===== config.mk =====
export PLATFORM = sky130hd
export DESIGN_NAME = sdwm_core
export DESIGN_NICKNAME = d
export VERILOG_FILES = /design/src/hdl/sdwm_pkg.sv /design/src/hdl/sdwm_core.sv
export VERILOG_INCLUDE_DIRS = /design/src /design/src/hdl
export SDC_FILE = /design/constraint.sdc
export NUM_CORES = 1
export LEC_CHECK = 0
export ABC_AREA = 1
export BUFFER_PORTS_ARGS = -buffer_cell sky130_fd_sc_hd__buf_2
export CORE_UTILIZATION = 45
export DETAILED_ROUTE_END_ITERATION = 10
export PLACE_DENSITY = 0.7
export REMOVE_ABC_BUFFERS = 1
export SLEW_MARGIN = 30
export SYNTH_ARGS = -nofsm -noshare
export SYNTH_HDL_FRONTEND = slang
export SYNTH_SLANG_ARGS = --single-unit

===== constraint.sdc =====
create_clock -name core_clk_i -period 4.2 [get_ports core_clk_i]
set_input_delay 0.42 -clock core_clk_i [delete_from_list [all_inputs] [get_ports core_clk_i]]
set_output_delay 0.42 -clock core_clk_i [all_outputs]
set_load 0.01 [all_outputs]

===== src/hdl/sdwm_params.svh =====
`ifndef SDWM_PARAMS_SVH
`define SDWM_PARAMS_SVH

// ----------------------------------------------------------------
// Register offsets
// ----------------------------------------------------------------
`define SDWM_OFS_WD_CTRL 7'h00
`define SDWM_OFS_WD_STATUS 7'h05
`define SDWM_OFS_NV_CFG 7'h74

// ----------------------------------------------------------------
// Field positions
// ----------------------------------------------------------------
`define SDWM_CTRL_MODE_LSB 5
`define SDWM_CTRL_PER_LSB 0
`define SDWM_CFG_UV_LSB 4
`define SDWM_CFG_FORCED_BIT 3
`define SDWM_CFG_SWDEV_BIT 2
`define SDWM_CFG_VEXT_BIT 1
`define SDWM_CFG_SLEEP_BIT 0
`define SDWM_STAT_FORCED_BIT 3
`define SDWM_STAT_SWDEV_BIT 2

// ----------------------------------------------------------------
// Codes and reset values
// ----------------------------------------------------------------
`define SDWM_MODE_AUTO 3'h1
`define SDWM_MODE_TIMEOUT 3'h2
`define SDWM_MODE_WINDOW 3'h4
`define SDWM_PER_DEFAULT 4'h4
`define SDWM_CFG_PRESET 8'h08
`define SDWM_CHIP_SLEEP 3'h1
`define SDWM_CHIP_STANDBY 3'h4
`define SDWM_CHIP_NORMAL 3'h7
`define SDWM_PHASE_OFF 2'h0
`define SDWM_PHASE_FIRST 2'h1
`define SDWM_PHASE_SECOND 2'h2
`define SDWM_RSRC_SLEEP_OVF 5'h0c
`define SDWM_RSRC_EARLY 5'h0e
`define SDWM_RSRC_OVF 5'h0f
`define SDWM_RSRC_ILLEGAL 5'h10

// ----------------------------------------------------------------
// Timing
// ----------------------------------------------------------------
`define SDWM_CLK_HZ 50000000
`define SDWM_TICK_MS 1
`define SDWM_TICK_CYC (`SDWM_CLK_HZ / 1000 * `SDWM_TICK_MS)

`endif


===== src/hdl/sdwm_pkg.sv =====
package sdwm_pkg;

  // Effective watchdog behaviour after all mode qualifiers.
  typedef enum logic [1:0] {
    SDWM_OFF,
    SDWM_WINDOW,
    SDWM_TIMEOUT
  } sdwm_behav_t;

  // Register access port from the serial front end.
  typedef struct packed {
    logic wr;
    logic rd;
    logic [6:0] addr;
    logic [7:0] wdata;
  } sdwm_reg_req_t;

  // Complete state of the watchdog block.
  typedef struct packed {
    logic [2:0] mode;
    logic [3:0] period;
    logic [7:0] cfg;
    logic [16:0] div;
    logic [12:0] ms;
    logic flag;
    logic rst;
    logic [4:0] rsrc;
    logic wake;
    logic spi_fail;
    logic [7:0] rdata;
  } sdwm_state_t;

endpackage : sdwm_pkg


===== src/hdl/sdwm_core.sv =====
// Functional notes
// - Invalid mode or period code aborts write
// - Only redundant valid codes accepted
// - Forced run keeps watchdog off
// - Window code: window in Normal, timeout in Standby/Sleep
// - Timeout code: timeout in Normal/Standby/Sleep
// - Autonomous: timeout in Normal, Standby low
// - Autonomous with sw dev: always off
// - Sw dev loads autonomous after reset
// - Otherwise timeout code is default
// - Phase status off, first, second half
// - Status shows forced run, sw dev
// - Window overflow or early trigger resets
// - Late window trigger restarts timer
// - Timeout overflow flags, then resets
// - Sleep overflow raises wake-up event
// - Config bit3 forced run, bit2 sw dev
// - Start-up undervoltage threshold field drives regulator
// - Config bit0 disables Sleep support
// - Config writes need restricted access
// - Valid control write triggers and applies
// - Eight redundant periods, 128 ms default
// - Mode change in Normal forces reset
`timescale 1ns/1ps
`include "sdwm_params.svh"

module sdwm_core #(
  parameter int unsigned TICK_CYC = `SDWM_TICK_CYC
) (
  // Clock and reset.
  input wire logic core_clk_i,
  input wire logic rst_n_i,
  // Register access.
  input wire sdwm_pkg::sdwm_reg_req_t reg_req_i,
  input wire logic nv_unlock_i,
  output logic [7:0] reg_rdata_o,
  // Chip context.
  input wire logic [2:0] chip_mode_i,
  input wire logic host_interrupt_out_n_i,
  input wire logic sys_reset_i,
  input wire logic spi_fail_en_i,
  input wire logic wd_flag_clr_i,
  // Watchdog results.
  output logic [1:0] wd_phase_status_o,
  output logic wd_overflow_flag_o,
  output logic sys_reset_req_o,
  output logic [4:0] reset_source_code_o,
  output logic wake_event_o,
  output logic spi_fail_irq_o,
  // Configuration outputs.
  output logic forced_run_active_o,
  output logic sw_dev_active_o,
  output logic [1:0] main_reg_uv_threshold_o,
  output logic sleep_support_disable_o
);
  import sdwm_pkg::*;

  // ----------------------------------------------------------------
  // Helpers
  // ----------------------------------------------------------------

  // Maps a redundant period code to milliseconds; zero marks invalid.
  // Valid codes differ pairwise in two or more bits.
  function automatic logic [12:0] per_ms(input logic [3:0] code);
    logic [12:0] r;
    r = 13'h0000;
    case (code)
      4'h8: r = 13'h0008;
      4'h1: r = 13'h0010;
      4'h2: r = 13'h0020;
      4'hb: r = 13'h0040;
      4'h4: r = 13'h0080;
      4'hd: r = 13'h0100;
      4'he: r = 13'h0400;
      4'h7: r = 13'h1000;
      default: r = 13'h0000;
    endcase
    return r;
  endfunction : per_ms

  // Only one-hot mode codes are valid, so one flipped bit never
  // lands on another valid mode.
  function automatic logic mode_ok(input logic [2:0] code);
    logic r;
    r = 1'b0;
    case (code)
      `SDWM_MODE_AUTO: r = 1'b1;
      `SDWM_MODE_TIMEOUT: r = 1'b1;
      `SDWM_MODE_WINDOW: r = 1'b1;
      default: r = 1'b0;
    endcase
    return r;
  endfunction : mode_ok

  // ----------------------------------------------------------------
  // State
  // ----------------------------------------------------------------
  sdwm_state_t st_q;
  sdwm_state_t st_d;
  sdwm_behav_t behav;
  logic fr_en;
  logic sd_en;
  logic [12:0] per_len;
  logic [12:0] half_len;
  logic tick;
  logic ovf;
  logic second_half;
  logic ctrl_wr;
  logic ctrl_ok;
  logic illegal;
  logic trig;
  logic [2:0] new_mode;
  logic [3:0] new_per;

  assign fr_en = st_q.cfg[`SDWM_CFG_FORCED_BIT];
  assign sd_en = st_q.cfg[`SDWM_CFG_SWDEV_BIT];
  assign new_mode = reg_req_i.wdata[`SDWM_CTRL_MODE_LSB +: 3];
  assign new_per = reg_req_i.wdata[`SDWM_CTRL_PER_LSB +: 4];

  // ----------------------------------------------------------------
  // Effective behaviour
  // ----------------------------------------------------------------

  // Resolve window, timeout or off from the qualifiers. Forced run
  // is checked first so that no mode code can override it.
  always_comb begin
    behav = SDWM_OFF;
    if (fr_en) begin
      behav = SDWM_OFF;
    end else begin
      case (st_q.mode)
        `SDWM_MODE_WINDOW: begin
          if (chip_mode_i == `SDWM_CHIP_NORMAL) begin
            behav = SDWM_WINDOW;
          end else if (chip_mode_i == `SDWM_CHIP_STANDBY ||
                       chip_mode_i == `SDWM_CHIP_SLEEP) begin
            behav = SDWM_TIMEOUT;
          end
        end
        `SDWM_MODE_TIMEOUT: begin
          if (chip_mode_i == `SDWM_CHIP_NORMAL ||
              chip_mode_i == `SDWM_CHIP_STANDBY ||
              chip_mode_i == `SDWM_CHIP_SLEEP) begin
            behav = SDWM_TIMEOUT;
          end
        end
        `SDWM_MODE_AUTO: begin
          if (sd_en) begin
            behav = SDWM_OFF;
          end else if (chip_mode_i == `SDWM_CHIP_NORMAL) begin
            behav = SDWM_TIMEOUT;
          end else if (chip_mode_i == `SDWM_CHIP_STANDBY &&
                       !host_interrupt_out_n_i) begin
            behav = SDWM_TIMEOUT;
          end
        end
        default: behav = SDWM_OFF;
      endcase
    end
  end

  // ----------------------------------------------------------------
  // Period timing
  // ----------------------------------------------------------------

  // The timer counts whole milliseconds, so a trigger lands with
  // up to one tick of jitter against the nominal boundaries.
  assign per_len = per_ms(st_q.period);
  assign half_len = {1'b0, per_len[12:1]};
  assign tick = (st_q.div == 17'(TICK_CYC - 1));
  assign ovf = tick && (st_q.ms + 13'h0001 >= per_len) &&
               (behav != SDWM_OFF);
  assign second_half = (st_q.ms >= half_len);

  // ----------------------------------------------------------------
  // Control register write decode
  // ----------------------------------------------------------------
  assign ctrl_wr = reg_req_i.wr &&
                   (reg_req_i.addr == `SDWM_OFS_WD_CTRL);
  assign ctrl_ok = mode_ok(new_mode) && (per_ms(new_per) != 13'h0000);
  assign illegal = ctrl_wr && ctrl_ok &&
                   (chip_mode_i == `SDWM_CHIP_NORMAL) &&
                   (new_mode != st_q.mode);
  assign trig = ctrl_wr && ctrl_ok && !illegal;

  // ----------------------------------------------------------------
  // Next state
  // ----------------------------------------------------------------
  always_comb begin
    st_d = st_q;
    st_d.rst = 1'b0;
    st_d.wake = 1'b0;
    st_d.spi_fail = 1'b0;

    // Millisecond enable divider, free running.
    st_d.div = tick ? 17'h00000 : st_q.div + 17'h00001;

    // Timer advance; held at the period start while off.
    if (behav == SDWM_OFF) begin
      st_d.ms = 13'h0000;
    end else if (tick) begin
      st_d.ms = st_q.ms + 13'h0001;
    end

    // Overflow handling per behaviour.
    if (ovf) begin
      st_d.ms = 13'h0000;
      if (behav == SDWM_WINDOW) begin
        st_d.rst = 1'b1;
        st_d.rsrc = `SDWM_RSRC_OVF;
      end else if (st_q.flag) begin
        st_d.rst = 1'b1;
        st_d.rsrc = (chip_mode_i == `SDWM_CHIP_SLEEP) ?
                    `SDWM_RSRC_SLEEP_OVF : `SDWM_RSRC_OVF;
      end else begin
        st_d.flag = 1'b1;
      end
      if (behav == SDWM_TIMEOUT && chip_mode_i == `SDWM_CHIP_SLEEP) begin
        st_d.wake = 1'b1;
      end
    end

    // Control register write: trigger, reject or illegal access.
    if (ctrl_wr && !ctrl_ok) begin
      st_d.spi_fail = spi_fail_en_i;
    end else if (illegal) begin
      st_d.rst = 1'b1;
      st_d.rsrc = `SDWM_RSRC_ILLEGAL;
    end else if (trig) begin
      if (behav == SDWM_WINDOW && !second_half) begin
        st_d.rst = 1'b1;
        st_d.rsrc = `SDWM_RSRC_EARLY;
      end
      st_d.mode = new_mode;
      st_d.period = new_per;
      st_d.ms = 13'h0000;
    end

    // Software clear of the flag loses against a same-cycle set.
    if (wd_flag_clr_i && !(ovf && behav == SDWM_TIMEOUT)) begin
      st_d.flag = 1'b0;
    end

    // Restricted-access write of the non-volatile configuration.
    if (reg_req_i.wr && nv_unlock_i &&
        reg_req_i.addr == `SDWM_OFS_NV_CFG) begin
      st_d.cfg = {2'h0, reg_req_i.wdata[5:0]};
    end

    // A system reset, own or external, restarts the watchdog with
    // the mode default chosen by the development setting.
    if (st_q.rst || sys_reset_i) begin
      st_d.mode = sd_en ? `SDWM_MODE_AUTO : `SDWM_MODE_TIMEOUT;
      st_d.period = `SDWM_PER_DEFAULT;
      st_d.ms = 13'h0000;
    end

    // Registered read data; unmapped offsets read as zero.
    if (reg_req_i.rd) begin
      case (reg_req_i.addr)
        `SDWM_OFS_WD_CTRL: begin
          st_d.rdata = {st_q.mode, 1'b0, st_q.period};
        end
        `SDWM_OFS_WD_STATUS: begin
          st_d.rdata = {4'h0, fr_en, sd_en, wd_phase_status_o};
        end
        `SDWM_OFS_NV_CFG: st_d.rdata = st_q.cfg;
        default: st_d.rdata = 8'h00;
      endcase
    end
  end

  // ----------------------------------------------------------------
  // State register
  // ----------------------------------------------------------------

  // The configuration comes up at its factory preset; a real part
  // would load it from non-volatile cells at this point.
  always_ff @(posedge core_clk_i or negedge rst_n_i) begin
    if (!rst_n_i) begin
      st_q <= '0;
      st_q.mode <= `SDWM_MODE_TIMEOUT;
      st_q.period <= `SDWM_PER_DEFAULT;
      st_q.cfg <= `SDWM_CFG_PRESET;
    end else begin
      st_q <= st_d;
    end
  end

  // ----------------------------------------------------------------
  // Outputs
  // ----------------------------------------------------------------

  always_comb begin
    if (behav == SDWM_OFF) begin
      wd_phase_status_o = `SDWM_PHASE_OFF;
    end else if (second_half) begin
      wd_phase_status_o = `SDWM_PHASE_SECOND;
    end else begin
      wd_phase_status_o = `SDWM_PHASE_FIRST;
    end
  end

  assign reg_rdata_o = st_q.rdata;
  assign wd_overflow_flag_o = st_q.flag;
  assign sys_reset_req_o = st_q.rst;
  assign reset_source_code_o = st_q.rsrc;
  assign wake_event_o = st_q.wake;
  assign spi_fail_irq_o = st_q.spi_fail;
  assign forced_run_active_o = fr_en;
  assign sw_dev_active_o = sd_en;
  assign main_reg_uv_threshold_o = st_q.cfg[`SDWM_CFG_UV_LSB +: 2];
  assign sleep_support_disable_o = st_q.cfg[`SDWM_CFG_SLEEP_BIT];

endmodule : sdwm_core


==> parameters.txt <==
Parameter                              Value

Status
  Status    finished clean

Pwr
  Power density over cell area    292 mW/mm2
  Final total power    1.30 mW
  Leak pwr    about 2.3 nW
  Flop pwr share    45.4%
  Switching power summed over all nets    a little under 0.3 mW
  Relative contribution of the clock network to total power    48.1%
  Worst VDD drop    212 uV
  Total internal power    1.01 mW
  Comb power frac    under 10%
  Switch share    between 20% and 30%

Setup path
  Minimum setup slack among reg-to-reg paths    1130 ps
  Cell class contributing the biggest share of worst-path delay    simple AND/OR/NAND/NOR gates
  Slowest stage cell on the critical path    dfrtp_1
  Worst endpoint data arrival time    around 3300 ps
  Sort of element at the end of the critical path    flop
  Worst Path Required    4460 ps
  Kind of critical path    reg2reg
  Startpoint Class    flop
  Worst Path Max Fanout    11
  CP cell instances    ha_1 -> nand2_1 -> nor2_1 -> inv_1 -> nor3_1 -> nor2_1 -> a21oi_1 -> ha_1 -> a21oi_1 -> o21a_1 -> nand3_1 -> nand2_1 -> nand2_1 -> nand2_2 -> nand2_4 -> nand2_4 -> nand3_2 -> a21oi_1
  Critical Path Max Stage Delay    440 ps
  Bufs and invs on worst path    1

STA
  Setup_tns    0 ps
  Worst relative slew slack    44.3%
  Setup repair after global routing missed its margin    false
  Final Critical Period    3070 ps
  Peak Freq    326 MHz
  Final hold vios    0
  Clock tree skew after final layout    9.79 ps
  Transition time at the pin with the least slew margin    between 800 and 900 ps
  Portion of the clock cycle consumed by the worst path in the final layout    73.1%
  Max-slew violation count    0
  Number of endpoints failing setup at the final stage    0

Synth
  Post-synthesis average cell area    approximately 7.7 um2
  Number of storage elements in the synthesis netlist    60
  Most used flip-flop cell after synthesis    dfrtp_1
  Sequential element share of the synthesized area    37.9%
  Synthesized netlist cell count    512
  Number of unique standard cell types used by synthesis    41
  Warnings from Yosys    0
  Area share of the largest cell type after synthesis    36.0%
  Top area cells in the synthesized netlist    dfrtp_1 36%, nand2_1 9.3%, inv_1 7.0%
  Count of flip-flops with a built-in enable after synthesis    0
  Cell accounting for the most synthesized area    dfrtp_1
  Async set-or-reset flop fraction in the synthesized netlist    100%
  Post-synthesis instance area    0.00397 mm2

Global routing
  Antenna violations before repair    0
  Pin count of the biggest net entering global routing    61
  Global-route wire length before repair    between 15,000 and 20,000 um
  Total track usage    between 20% and 30%
  Vias in the first global route    3,376
  Overflow left after global routing    0

Cells and area
  Number of antenna repair diodes    0
  Proportion of layout cells with a drive suffix above 1    20.3%
  Total non-filler cell area in the finished layout    0.00446 mm2
  Number of nets in the final layout    roughly 600
  Final Util    53.2%
  Area Growth Syn to Fin    12.4%
  Most common cell after layout, fill and taps aside    nand2_1
  Commonest non-fill, non-tap cells in the layout    98 x nand2_1, 74 x inv_1, 57 x dfrtp_1

Route
  Detailed-route via count    3,448
  Post-DRT Antenna Nets    0
  Mean number of vias per cell    5.18
  Met3 WL post-DR    354 um
  Iter 0 DRT Violations    163
  WL per Instance    13.6 um
  Drt first pass iters    4
  Highest routed metal layer    met4
  Met2 Wirelength    4420 um
  Post-route DRC violation count    0
  Met1 wire length    4200 um
  Post-detailed-routing wire length    around 9100 um

Die
  I/O pin count    51
  Initial standard-cell utilization of the core    47.3%
  Die Height    95.9 um
  Die outline width    about 96 um
  Die area    0.00920 mm2
  # rows    33
  Core Box Area    0.00838 mm2

CTS
  Number of buffers added for setup after CTS    0
  Number of levels in the clock H-tree    3
  Number of sinks handled by clock tree synthesis    60
  Count of cells resized by post-cts repair    0
  Post-CTS Hold Buffers    0
  Buffer levels on the longest clock path    2
  Clock tree from TritonCTS    done
  Clock latency on the worst-skew pair    roughly 350 ps
  Number of clock buffers inserted by TritonCTS    9
  Clock transition at the registers of the reported paths    70 ps
  Buffer type at the clock tree root    clkbuf_8

Flow run
  Maxcap violations    0

Min path
  Worst min path class    in2async

Placed design
  Post-detail-place hpwl    6910 um
  GP Congestion    between 0.8 and 0.9
  PortBufs    50
  Instance area after placement    0.00423 mm2
-- layer usage --
layer  global-route usage, %  up-vias
met2                    37.7       68
met3                    5.53       11
li1                        -     1740
met4                    6.47        0
met5                       0        -
met1                    26.7     1629
-- synth_stat cells (5+ instances only) --
| library cell | number |
|---|---|
| o21ai_0 | 23 |
| nand2_1 | 98 |
| nor3_1 | 7 |
| nand4_1 | 10 |
| inv_2 | 8 |
| nor2_2 | 15 |
| buf_4 | 15 |
| o22ai_1 | 5 |
| nand3b_1 | 5 |
| a21oi_1 | 22 |
| o21ai_1 | 5 |
| dfrtp_1 | 57 |
| xnor2_1 | 5 |
| inv_1 | 74 |
| xor2_1 | 13 |
| nor2_1 | 32 |
| nand3_1 | 50 |
| ha_1 | 20 |
-- through the flow --
| step | instances | hold slack [ps] | setup WS, ps |
|---|---|---|---|
| after floorplan | 494 | 124 | 1550 |
| after global placement | 650 | 457 | 1260 |
| after detailed placement | 650 | 464 | 1140 |
| after CTS | 666 | 244 | 1110 |
| after global routing | 666 | 294 | 658 |
| final | 666 | 230 | 1130 |
-- power groups by stage --
stage	Sequential, mW	Combinational [mW]	Clock [mW]
after floorplan	0.602	0.0396	0
after global placement	0.601	0.0826	0
after detailed placement	0.601	0.0853	0
after CTS	0.590	0.0856	0.640
after global routing	0.591	0.0958	0.668
final	0.591	0.0853	0.626
-- cell families after synthesis --
family                     synth area share, %
xor gates and xnor gates                  3.97
AOI/OAI and AO/OA                         9.74
buffers and inverters                     11.4
muxes                                    0.568
and+or+nand+nor                           30.1
DFF                                       37.9
adders and majority gates                 6.31
-- registers in the layout, indices dropped and copies added (netlist names), 2 cells and up --
| name | cells |
|---|---|
| main_reg_uv_threshold_o | 2 |
| reg_rdata_o | 8 |
| reset_source_code_o | 5 |
| st_q | 38 |
-- worst paths after layout --
| path | to | startpoint | cells past startpoint |
|---|---|---|---|
| setup / recovery | st_q[22] | st_q[17] | 18 |
| hold / removal | reset_source_code_o[3] | rst_n_i | 2 |
| hold reg to reg | reg_rdata_o[4] | reg_rdata_o[4] | 2 |
| min in group core_clk_i | main_reg_uv_threshold_o[0] | reg_req_i[4] | 2 |
| setup reg to reg | st_q[22] | st_q[17] | 18 |
| max in group asynchronous | st_q[32] | rst_n_i | 2 |
-- area by class of cell --
| type | instances | area [um2] |
|---|---|---|
| fill | 818 | 3920 |
| sequential | 60 | 1510 |
| clock inverter | 4 | 97.6 |
| inverter | 85 | 319 |
| timing repair buffer | 51 | 258 |
| clock buffer | 12 | 135 |
| multi-input combinational | 349 | 2010 |
| tap | 105 | 131 |
No activity file was read; power rests on OpenSTA's default activity.
